--- src/rtl/fre_pkg.sv ---
// Package with opcode patterns, field positions, reset values and shared types of the executor
`default_nettype none
package fre_pkg;

  // ************************************************************
  // Instruction word layout
  // ************************************************************
  localparam int unsigned INSTR_W    = 12;
  localparam int unsigned DATA_W     = 8;
  localparam int unsigned FADDR_W    = 5;
  localparam int unsigned PC_W       = 11;
  localparam int unsigned BR_IMM_W   = 9;
  localparam int unsigned DEST_BIT   = 5;
  localparam int unsigned PAGE_HI    = 6;
  localparam int unsigned PAGE_LO    = 5;

  // ************************************************************
  // Opcode patterns (upper bits of the word)
  // ************************************************************
  localparam logic [5:0] OPC_COMPLEMENT = 6'h09;
  localparam logic [5:0] OPC_DECREMENT  = 6'h03;
  localparam logic [5:0] OPC_DEC_SKIP   = 6'h0B;
  localparam logic [5:0] OPC_INCREMENT  = 6'h0A;
  localparam logic [5:0] OPC_INC_SKIP   = 6'h0F;
  localparam logic [3:0] OPC_OR_LIT     = 4'hD;
  localparam logic [2:0] OPC_BRANCH     = 3'h5;

  // ************************************************************
  // Reset values
  // ************************************************************
  localparam logic [DATA_W-1:0]  RST_WORKING = 8'h00;
  localparam logic [PC_W-1:0]    RST_PC      = 11'h000;
  localparam logic               RST_ZERO    = 1'b0;

  typedef enum {
    FRE_OP_NONE,
    FRE_OP_COMPLEMENT,
    FRE_OP_DECREMENT,
    FRE_OP_DEC_SKIP,
    FRE_OP_INCREMENT,
    FRE_OP_INC_SKIP,
    FRE_OP_OR_LIT,
    FRE_OP_BRANCH
  } fre_op_t;

  // Map an instruction word onto the operation it asks for
  function automatic fre_op_t fre_decode(input logic [INSTR_W-1:0] word);
    fre_op_t op;
    op = FRE_OP_NONE;
    if (word[11:6] == OPC_COMPLEMENT) begin
      op = FRE_OP_COMPLEMENT;
    end else if (word[11:6] == OPC_DECREMENT) begin
      op = FRE_OP_DECREMENT;
    end else if (word[11:6] == OPC_DEC_SKIP) begin
      op = FRE_OP_DEC_SKIP;
    end else if (word[11:6] == OPC_INCREMENT) begin
      op = FRE_OP_INCREMENT;
    end else if (word[11:6] == OPC_INC_SKIP) begin
      op = FRE_OP_INC_SKIP;
    end else if (word[11:8] == OPC_OR_LIT) begin
      op = FRE_OP_OR_LIT;
    end else if (word[11:9] == OPC_BRANCH) begin
      op = FRE_OP_BRANCH;
    end
    return op;
  endfunction

  // Zero test shared by flag update and skip decision
  function automatic logic fre_is_zero(input logic [DATA_W-1:0] value);
    return (value == 8'h00);
  endfunction

endpackage
`default_nettype wire

--- src/rtl/fre_alu_if.sv ---
// Interface between the executor control and its datapath
`timescale 1ns/1ps
`default_nettype none
interface fre_alu_if;
  import fre_pkg::*;

  logic [INSTR_W-1:0] instr;     // Instruction being executed
  logic [DATA_W-1:0]  file_val;  // Value of the addressed file register
  logic [DATA_W-1:0]  w_val;     // Current working register
  fre_op_t            op;        // Decoded operation
  logic [DATA_W-1:0]  result;    // Eight-bit result
  logic               to_file;   // Result goes to the file register
  logic               to_w;      // Result goes to the working register
  logic               upd_zero;  // Zero flag is updated
  logic               res_zero;  // Result equals zero
  logic               skip;      // Prefetched word must be dropped

  modport ctrl (output instr, file_val, w_val,
                input  op, result, to_file, to_w, upd_zero, res_zero, skip);
  modport alu  (input  instr, file_val, w_val,
                output op, result, to_file, to_w, upd_zero, res_zero, skip);
endinterface
`default_nettype wire

--- src/rtl/fre_alu.sv ---
// Combinational datapath for the single-operand file and literal operations
`timescale 1ns/1ps
`default_nettype none
module fre_alu (
  fre_alu_if.alu  bus  // Operands in, result and controls out
);
  import fre_pkg::*;

  // ************************************************************
  // Result, destination and flag selection
  // ************************************************************
  always_comb begin
    bus.op       = fre_decode(bus.instr);
    bus.result   = bus.file_val;
    bus.to_file  = 1'b0;
    bus.to_w     = 1'b0;
    bus.upd_zero = 1'b0;
    bus.skip     = 1'b0;
    case (bus.op)
      FRE_OP_COMPLEMENT: begin
        bus.result   = ~bus.file_val;
        bus.upd_zero = 1'b1;
      end
      FRE_OP_DECREMENT: begin
        bus.result   = bus.file_val - 8'h01;
        bus.upd_zero = 1'b1;
      end
      FRE_OP_DEC_SKIP: begin
        bus.result   = bus.file_val - 8'h01;
        bus.skip     = fre_is_zero(bus.file_val - 8'h01);
      end
      FRE_OP_INCREMENT: begin
        bus.result   = bus.file_val + 8'h01;
        bus.upd_zero = 1'b1;
      end
      FRE_OP_INC_SKIP: begin
        bus.result   = bus.file_val + 8'h01;
        bus.skip     = fre_is_zero(bus.file_val + 8'h01);
      end
      FRE_OP_OR_LIT: begin
        bus.result   = bus.w_val | bus.instr[7:0];
        bus.upd_zero = 1'b1;
        bus.to_w     = 1'b1;
      end
      default: begin
        bus.result   = bus.file_val;
      end
    endcase
    // File operations pick their destination from the d bit
    if (bus.op inside {FRE_OP_COMPLEMENT, FRE_OP_DECREMENT, FRE_OP_DEC_SKIP,
                       FRE_OP_INCREMENT, FRE_OP_INC_SKIP}) begin
      bus.to_file = bus.instr[DEST_BIT];
      bus.to_w    = ~bus.instr[DEST_BIT];
    end
    bus.res_zero = fre_is_zero(bus.result);
  end

endmodule
`default_nettype wire

--- src/rtl/fre_exec.sv ---
// Top of the executor for single-operand file, OR-literal and branch instructions
`timescale 1ns/1ps
`default_nettype none
module fre_exec (
  input  wire logic                          clk_sys,        // Core clock, 100 MHz
  input  wire logic                          reset_n,        // Synchronous reset, active low
  input  wire logic                          instr_valid,    // Instruction word presented
  input  wire logic [fre_pkg::INSTR_W-1:0]   instr_word,     // Instruction word
  input  wire logic [fre_pkg::DATA_W-1:0]    file_rd_data,   // Addressed file register value
  input  wire logic [fre_pkg::DATA_W-1:0]    status_in,      // Current status register
  output logic [fre_pkg::DATA_W-1:0]         w_reg_ff,       // Working register
  output logic                               zero_ff,        // Zero flag
  output logic                               zero_we_ff,     // Zero flag updated, pulse
  output logic                               file_we_ff,     // File write strobe, pulse
  output logic [fre_pkg::FADDR_W-1:0]        file_waddr_ff,  // File write address
  output logic [fre_pkg::DATA_W-1:0]         file_wdata_ff,  // File write data
  output logic                               pc_load_ff,     // Program counter loaded, pulse
  output logic [fre_pkg::PC_W-1:0]           pc_target_ff,   // Program counter target
  output logic                               discard_ff      // Prefetched word dropped, pulse
);
  import fre_pkg::*;

  typedef enum {
    FRE_ST_RUN,
    FRE_ST_FLUSH
  } fre_state_t;

  fre_alu_if alu_bus ();

  fre_state_t            state_ff;
  fre_state_t            nxt_state;
  logic [DATA_W-1:0]     nxt_w_reg;
  logic                  nxt_zero;
  logic                  nxt_zero_we;
  logic                  nxt_file_we;
  logic [FADDR_W-1:0]    nxt_file_waddr;
  logic [DATA_W-1:0]     nxt_file_wdata;
  logic                  nxt_pc_load;
  logic [PC_W-1:0]       nxt_pc_target;
  logic                  nxt_discard;
  logic                  exec_en;
  logic                  br_take;
  logic                  skip_take;

  // ************************************************************
  // Datapath
  // ************************************************************
  // Timing of one slot, as seen at the ports:
  //   cycle 0  word, file value and status are offered with instr_valid
  //   edge     the word is taken if the slot is a run slot
  //   cycle 1  results, strobes and the new program counter target stand
  //   cycle 2  after a taken skip or branch, discard_ff marks the dropped slot
  // The file value is read combinationally in cycle 0, so a slow file read
  // path sets the clock period of the whole core.
  assign alu_bus.instr    = instr_word;
  assign alu_bus.file_val = file_rd_data;
  assign alu_bus.w_val    = w_reg_ff;

  fre_alu u_alu (
    .bus (alu_bus.alu)
  );

  // ************************************************************
  // Slot control
  // ************************************************************
  // Slot qualifiers; only a run slot acts on its word
  always_comb begin
    exec_en   = instr_valid && (state_ff == FRE_ST_RUN);
    br_take   = exec_en && (alu_bus.op == FRE_OP_BRANCH);
    skip_take = exec_en && alu_bus.skip;
  end

  // The slot after a taken skip or branch is spent as a no-operation,
  // so the prefetched word never executes
  always_comb begin
    nxt_state = FRE_ST_RUN;
    case (state_ff)
      FRE_ST_RUN: begin
        // A nonzero skip result leaves the next slot alone
        if (br_take || skip_take) begin
          nxt_state = FRE_ST_FLUSH;
        end
      end
      FRE_ST_FLUSH: begin
        // Exactly one slot is dropped, whether a word is offered or not
        nxt_state = FRE_ST_RUN;
      end
      default: begin
        nxt_state = FRE_ST_RUN;
      end
    endcase
  end

  // Slot state register
  always_ff @(posedge clk_sys) begin
    if (!reset_n) begin
      state_ff <= FRE_ST_RUN;
    end else begin
      state_ff <= nxt_state;
    end
  end

  // ************************************************************
  // Working register and zero flag
  // ************************************************************
  // Skip forms never raise upd_zero, so they leave the flag alone
  always_comb begin
    nxt_w_reg   = w_reg_ff;
    nxt_zero    = zero_ff;
    nxt_zero_we = 1'b0;
    if (exec_en && alu_bus.to_w) begin
      nxt_w_reg = alu_bus.result;
    end
    if (exec_en && alu_bus.upd_zero) begin
      nxt_zero    = alu_bus.res_zero;
      nxt_zero_we = 1'b1;
    end
  end

  // Working register, flag and its update pulse
  always_ff @(posedge clk_sys) begin
    if (!reset_n) begin
      w_reg_ff   <= RST_WORKING;
      zero_ff    <= RST_ZERO;
      zero_we_ff <= 1'b0;
    end else begin
      w_reg_ff   <= nxt_w_reg;
      zero_ff    <= nxt_zero;
      zero_we_ff <= nxt_zero_we;
    end
  end

  // ************************************************************
  // File write port
  // ************************************************************
  // Address and data hold between writes; only the strobe pulses, so the
  // file side must qualify every write with file_we_ff.
  // The file takes the write one edge later, so a word in the next slot that
  // reads the same register needs forwarding outside this block.
  always_comb begin
    nxt_file_we    = 1'b0;
    nxt_file_waddr = file_waddr_ff;
    nxt_file_wdata = file_wdata_ff;
    if (exec_en && alu_bus.to_file) begin
      nxt_file_we    = 1'b1;
      nxt_file_waddr = instr_word[FADDR_W-1:0];
      nxt_file_wdata = alu_bus.result;
    end
  end

  // File write strobe, address and data
  always_ff @(posedge clk_sys) begin
    if (!reset_n) begin
      file_we_ff    <= 1'b0;
      file_waddr_ff <= '0;
      file_wdata_ff <= '0;
    end else begin
      file_we_ff    <= nxt_file_we;
      file_waddr_ff <= nxt_file_waddr;
      file_wdata_ff <= nxt_file_wdata;
    end
  end

  // ************************************************************
  // Program counter load
  // ************************************************************
  // Page bits come from status_in as it stands in the branch's own cycle
  always_comb begin
    nxt_pc_load   = 1'b0;
    nxt_pc_target = pc_target_ff;
    if (br_take) begin
      nxt_pc_load   = 1'b1;
      nxt_pc_target = {status_in[PAGE_HI:PAGE_LO],
                       instr_word[BR_IMM_W-1:0]};
    end
  end

  // Program counter strobe and target
  always_ff @(posedge clk_sys) begin
    if (!reset_n) begin
      pc_load_ff   <= 1'b0;
      pc_target_ff <= RST_PC;
    end else begin
      pc_load_ff   <= nxt_pc_load;
      pc_target_ff <= nxt_pc_target;
    end
  end

  // ************************************************************
  // Discard pulse
  // ************************************************************
  // Marks the dropped slot so the fetch side can tell the no-operation apart
  always_comb begin
    nxt_discard = 1'b0;
    if (state_ff == FRE_ST_FLUSH) begin
      nxt_discard = 1'b1;
    end
  end

  // Discard register
  always_ff @(posedge clk_sys) begin
    if (!reset_n) begin
      discard_ff <= 1'b0;
    end else begin
      discard_ff <= nxt_discard;
    end
  end

endmodule
`default_nettype wire

--- config.mk ---
export PLATFORM = sky130hd
export DESIGN_NAME = fre_exec
export DESIGN_NICKNAME = d
export VERILOG_FILES = /design/src/rtl/fre_pkg.sv /design/src/rtl/fre_alu_if.sv /design/src/rtl/fre_alu.sv /design/src/rtl/fre_exec.sv
export SDC_FILE = /design/constraint.sdc
export NUM_CORES = 1
export LEC_CHECK = 0
export BUFFER_PORTS_ARGS = -buffer_cell sky130_fd_sc_hd__buf_2
export CELL_PAD_IN_SITES_DETAIL_PLACEMENT = 0
export CELL_PAD_IN_SITES_GLOBAL_PLACEMENT = 2
export CORE_MARGIN = 4
export CORE_UTILIZATION = 31
export CTS_CLUSTER_DIAMETER = 60
export DETAILED_ROUTE_END_ITERATION = 10
export PLACE_DENSITY = 0.92
export SETUP_SLACK_MARGIN = 0.05
export SKIP_LAST_GASP = 1
export SLEW_MARGIN = 20
export SYNTH_ARGS = -nofsm -noshare
export SYNTH_HDL_FRONTEND = slang
export SYNTH_SLANG_ARGS = --single-unit
--- constraint.sdc ---
create_clock -name clk_sys -period 6.5 [get_ports clk_sys]
set_clock_uncertainty 0.2 [all_clocks]
set_input_delay 0.65 -clock clk_sys [delete_from_list [all_inputs] [get_ports clk_sys]]
set_output_delay 0.65 -clock clk_sys [all_outputs]
set_load 0.02 [all_outputs]
* Word-level counts from Yosys, hierarchy flattened
Index checks and enable logic that the tools add are counted.
** Storage, ports and cells
- Flip-flop bits (word level) :: 69
- Output and inout bits :: 37
** Operators by class
- Mux-type cells :: 18
- Reduce and logical (&&, ||, !) cells :: 17
- Eq/ne operators :: 15
- Add/subtract/negate cells :: 2
- Bitwise gates (word level) :: 3
** Operators with widths (count)
- 32-bit two-way mux :: 6
- 32-bit by 2-bit == test with 1-bit output, second input constant :: 3
- 32-bit by 3-bit == test with 1-bit output, second input constant :: 3
- 32-bit logical NOT :: 2
- 32-bit by 1-bit == test with 1-bit output, second input constant :: 1
- 32-bit by 4-bit == test with 1-bit output, second input constant :: 1
- 8-bit one-hot mux with 4 select lines :: 1
- 6-bit by 4-bit == test with 1-bit output, second input constant :: 4
- 8-bit logical NOT :: 3
- 1-bit two-way mux :: 9
- 8-bit by 1-bit adder with 8-bit output, second input constant :: 1
- 8-bit NOT :: 1
- 8-bit bitwise OR :: 1
- 8-bit by 1-bit subtractor with 8-bit output, second input constant :: 1
- 6-bit by 2-bit == test with 1-bit output, second input constant :: 1
- 1-bit logical AND :: 6
- 5-bit nonzero test :: 1
- 4-bit == test, second input constant :: 1
- 2-bit OR reduction :: 2
- 4-bit OR reduction :: 1
- 3-bit == test, second input constant :: 1
- 3-bit two-way mux :: 1
- 1-bit one-hot mux with 2 select lines :: 1
- 2-bit AND reduction :: 1
- other kinds (2) :: 2

* Longest topological paths before layout
- Word-level depth :: 13
- Mapped depth :: 8
- Mapped depth without buffers :: 8

* Hierarchy
Synthesis repeated with hierarchy kept, for this count alone.
** Unflattened totals
- Cells, all modules :: 338
- Area, all modules :: 2655.0 µm²
** By module, submodules not included
- fre_exec :: area an instance 1524.0 µm², cells an instance 172, instances 1, seq. area each 760.7 µm²
- fre_alu :: area an instance 1131.1 µm², cells an instance 166, instances 1, seq. area each 0.0 µm²

* Least setup slack after synthesis
Ideal clock, no wire load.
- Kind :: input port to flip-flop
- Start point :: input port instr_word[9] in the netlist's numbering
- End point :: register zero_ff
- Stages on the path :: 8
- Path slack :: 3976 ps
- Data arrival time :: 2255 ps
- Data required time :: 6231 ps
- Buffers on the path :: 2
- Path through :: buf_2 maj3_2 a221o_1 buf_6 nand2b_4 a2111oi_4 nand4_1 o21ai_1
** Between the ends
- Longest elaborated chain between the ends :: 12
- Elaborated cells on any way between the ends :: 27
- Classes of those cells :: eq/ne (13); mux (9); reduce/logical (5)
** Ends and longest elaborated chain
- from (decl) :: RTL line fre_exec.sv:8 : input wire logic [fre_pkg::INSTR_W-1:0] instr_word,
- 3-bit == test :: RTL line fre_pkg.sv:62 : end else if (word[11:9] == OPC_BRANCH) begin
- 3-bit two-way mux :: RTL line fre_pkg.sv:62
- 32-bit two-way mux :: RTL line fre_pkg.sv:60 : end else if (word[11:8] == OPC_OR_LIT) begin
- 32-bit two-way mux :: RTL line fre_pkg.sv:58 : end else if (word[11:6] == OPC_INC_SKIP) begin
- 32-bit two-way mux :: RTL line fre_pkg.sv:56 : end else if (word[11:6] == OPC_INCREMENT) begin
- 32-bit two-way mux :: RTL line fre_pkg.sv:54 : end else if (word[11:6] == OPC_DEC_SKIP) begin
- 32-bit two-way mux :: RTL line fre_pkg.sv:52 : end else if (word[11:6] == OPC_DECREMENT) begin
- 32-bit two-way mux (*) :: RTL line fre_pkg.sv:50 : if (word[11:6] == OPC_COMPLEMENT) begin
- 32-bit by 3-bit == test with 1-bit output, or another cell as far along :: RTL line fre_alu.sv:19 : case (bus.op)
- 2-bit OR reduction (no line) / 4-bit OR reduction (equally long branches)
- 8-bit one-hot mux with 4 select lines / 1-bit two-way mux (equally long branches) :: RTL line fre_alu.sv:19
- 8-bit logical NOT / 1-bit logical AND (equally long branches) :: RTL line fre_pkg.sv:70, fre_exec.sv:114
- to (signal assigned) :: RTL line fre_exec.sv:128 : zero_ff <= nxt_zero;
- to (decl) :: RTL line fre_exec.sv:12 : output logic zero_ff,
Every way passes the cells marked *; elsewhere a longest branch is shown, timed or not.
A chain may end at the register's enable or synchronous reset.

* Worst setup path after layout
- Start point :: input port instr_word[11] in the netlist's numbering
- End point :: register file_wdata_ff[3] in the netlist's numbering
** Between the ends
- Longest elaborated chain between the ends :: 12
- Elaborated cells on any way between the ends :: 26
- Classes of those cells :: eq/ne (13); mux (9); reduce/logical (4)
** Ends and longest elaborated chain
- 3-bit == test :: RTL line fre_pkg.sv:62
- 3-bit two-way mux :: RTL line fre_pkg.sv:62
- 32-bit two-way mux :: RTL line fre_pkg.sv:60
- 32-bit two-way mux :: RTL line fre_pkg.sv:58
- 32-bit two-way mux :: RTL line fre_pkg.sv:56
- 32-bit two-way mux :: RTL line fre_pkg.sv:54
- 32-bit two-way mux :: RTL line fre_pkg.sv:52
- 32-bit two-way mux (*) :: RTL line fre_pkg.sv:50
- 32-bit by 1-bit == test with 1-bit output, or another cell as far along :: RTL line fre_alu.sv:19, fre_alu.sv:50
- 5-bit nonzero test :: RTL line fre_alu.sv:50 : if (bus.op inside {FRE_OP_COMPLEMENT, FRE_OP_DECREMENT, FRE_OP_DEC_SKIP,
- 1-bit two-way mux :: RTL line fre_alu.sv:50
- 1-bit logical AND :: RTL line fre_exec.sv:144 : if (exec_en && alu_bus.to_file) begin
- to (signal assigned) :: RTL line fre_exec.sv:160 : file_wdata_ff <= nxt_file_wdata;
- to (decl) :: RTL line fre_exec.sv:16 : output logic [fre_pkg::DATA_W-1:0] file_wdata_ff,
Marked as above.

==> metrics.cfg <==
[outcome]
run_status=complete, no violations

[cts]
root_buffer=clkbuf_8
cts_buffer_depth=2
numClockSinks=38
clkTransAtPathRegs_ps=70
clkLatencyLatePin_ps=290
cts_tree=done
h-tree-depth=2
cts_hold_buf=0
cts_resized=0
cts_made_buffers=5
cts_setup_buffers=0

[critical_path]
cp.arrival_ps=2750
crit_buf_inv=1
ff2ff_path_depth=5
cp_slowest_cell=nor2_2
path_cells=buf_2 -> nor2_1 -> nand2_1 -> nor2_2 -> mux2_2 -> nor2_1
critPathLaunch=instr_word[11]
crit_end=file_wdata_ff[3]
cp_max_fo=18
worstPathRequired_ps=6510
cpMostUsedCell=nor2_1
max_stage_delay_ps=710
worst-path-stages=6
critPathTopFamily=simple AND/OR/NAND/NOR gates
r2r_slack_ps=4340
critical_path_class=input pin to register
timing.rr.end=file_wdata_ff[3]
startpoint_type=input pin
cp-end-kind=register
r2r_start=state_ff[0]

[final_layout]
area_delta_synth_final_pct=18.79
final_cell_mix=61 x buf_2, 42 x nor2_1, 38 x dfxtp_1, 17 x mux2i_1
seq_area_sq_um=760.7
antennaDiodeCount=0
finalNetCount=355
fill_cells=764
final_common_cell=buf_2
drive_gt1_share_pct=24.30
multi_input_area_sq_um=1366
final_cell_area_sq_um=2674

[route]
drc=0
routed_wl_microns=6541
drtIter0Drc=143
drtAntennaViolNets=0
dr.pass1.iters=4
via_per_inst=5.211
route.vias.total=2173
wire_per_inst_microns=15.69

[logic_synthesis]
syn-num-nets=306
ys_warn_count=0
async_flop_share_pct=0
synth_ff_type=dfxtp_1
synth_edf_count=0
synth_area_per_cell_sq_um=8.306
yosysUniqueCellTypes=57
synthCells=271
ys_seq_area_share_pct=33.80
synth.ff_latch_count=38
synthesis.area_sq_um=2251

[floorplanning]
dieArea_sq_um=8688
core_sq_um=6907
row_count=30
die_width_microns=93.21
pin_count=68
floorplan.die.height_microns=93.21
start_util_pct=32.59

[global_route]
grt_overflow_total=0
antenna_found_initial=0
grt_pass1_wl_microns=10760
grtUsageTotal_pct=15.31
grt_pass1_vias=2136
grt_max_degree=33

[timing]
hold_viol=0
relSlewSlack_pct=34.20
tns_ps=0
max_freq_ghz=0.3656
period_share_pct=42.09
tightest_slew_ps=985.9
rsz0062_at_grt=false
post-route-min-period_ps=2736
finalSetupViolations=0
drv_slew=0

[placement]
portBuffers=61
gp_congestion=0.9022
post-dp-hpwl_microns=4994
placed_cell_area_sq_um=2579

[power_and_ir_drop]
irDropWorstVdd_uv=137.8
power_density_nw_per_um2=183.2
p_leak_nw=1.138

[job]
drv_cap=0

[worst_hold_path]
hold_class=register to register

flip-flops by register name, indices dropped and copies added, names as in the netlist, 5 cells and up:
register and count:
file_waddr_ff 5, file_wdata_ff 8, pc_target_ff 11, w_reg_ff 8
routing by layer:
metal	up-vias	track usage, %	share of wire [%]
met5	-	0	0
met4	0	2.320	0.43
met3	4	3.057	5.0
met2	59	24.84	46
met1	1025	21.43	48
li1	1085	-	-
final cells by class:
type / instances / area share (%)
flip-flops and latches: 38 / 28.45
clock inverters: 1 / 0.1872
well taps: 96 / 4.492
repair buffers: 61 / 11.42
inverters: 8 / 1.123
multi-input cells: 206 / 51.10
clock buffers: 7 / 3.229
worst min path at each step:
stage	from	to	slack, ps	cells after the start
finish	state_ff[0]	discard_ff	270	1
CTS	state_ff[0]	discard_ff	270	1
detailed placement	state_ff[0]	discard_ff	250	1
global placement	state_ff[0]	discard_ff	250	1
floorplan	state_ff[0]	discard_ff	230	1
global route	state_ff[0]	discard_ff	300	1
cells in the mapped netlist, types with 2 or more instances:
master | n | area share [%]
a211oi_1 | 11 | 3.7
a21o_1 | 3 | 1.0
a21oi_1 | 13 | 2.9
a221o_1 | 3 | 1.3
a22oi_1 | 2 | 0.67
a31oi_1 | 4 | 1.1
and2_1 | 5 | 1.4
and3_1 | 2 | 0.56
buf_2 | 6 | 1.3
buf_6 | 2 | 1.0
clkbuf_1 | 9 | 1.5
dfxtp_1 | 38 | 34
ha_1 | 4 | 2.2
inv_1 | 8 | 1.3
mux2i_1 | 17 | 7.6
nand2_1 | 12 | 2.0
nand2b_1 | 3 | 0.83
nand3_1 | 11 | 2.4
nand3b_1 | 3 | 1.0
nand4_1 | 3 | 0.83
nand4b_1 | 2 | 0.78
nor2_1 | 42 | 7.0
nor2b_1 | 6 | 1.7
nor3_1 | 9 | 2.0
nor4_1 | 2 | 0.56
o2111ai_1 | 3 | 1.2
o211ai_1 | 3 | 1.0
o21ai_0 | 7 | 1.6
o221ai_1 | 3 | 1.2
or3_1 | 4 | 1.1
xnor2_1 | 4 | 1.6
xor2_1 | 2 | 0.78
kinds of logic after synthesis:
| family | share of synthesized area [%] |
|---|---|
| XOR/XNOR | 2.335 |
| AND/OR/NAND/NOR | 26.46 |
| flip-flops | 33.80 |
| multiplexers | 8.060 |
| buffers and inverters | 5.670 |
| adder cells (fa/ha/maj) | 2.724 |
| AO/OA/AOI/OAI | 20.96 |
through the flow:
stage | std cells | hold WS, ps | setup WS, ps | power, mW | util [%]
floorplan | 271 | 230.5 | 3976 | 0.3043 | -
global placement | 409 | 245.6 | 3455 | 0.3296 | 37.34
detailed placement | 409 | 252.2 | 3467 | 0.3301 | 37.34
CTS | 417 | 271.9 | 3761 | 0.4942 | 38.66
global route | 417 | 295.7 | 3593 | 0.5133 | 38.71
finish | 417 | 266.1 | 3764 | 0.4897 | 38.71
power by group:
| group | internal (mW) | switching [mW] | leakage (nW) |
|---|---|---|---|
| clock network | 0.0855 | 0.0790 | 0.0482 |
| logic | 0.0296 | 0.0556 | 0.783 |
| registers | 0.237 | 0.00254 | 0.307 |
No activity file was read; power rests on OpenSTA's default activity.
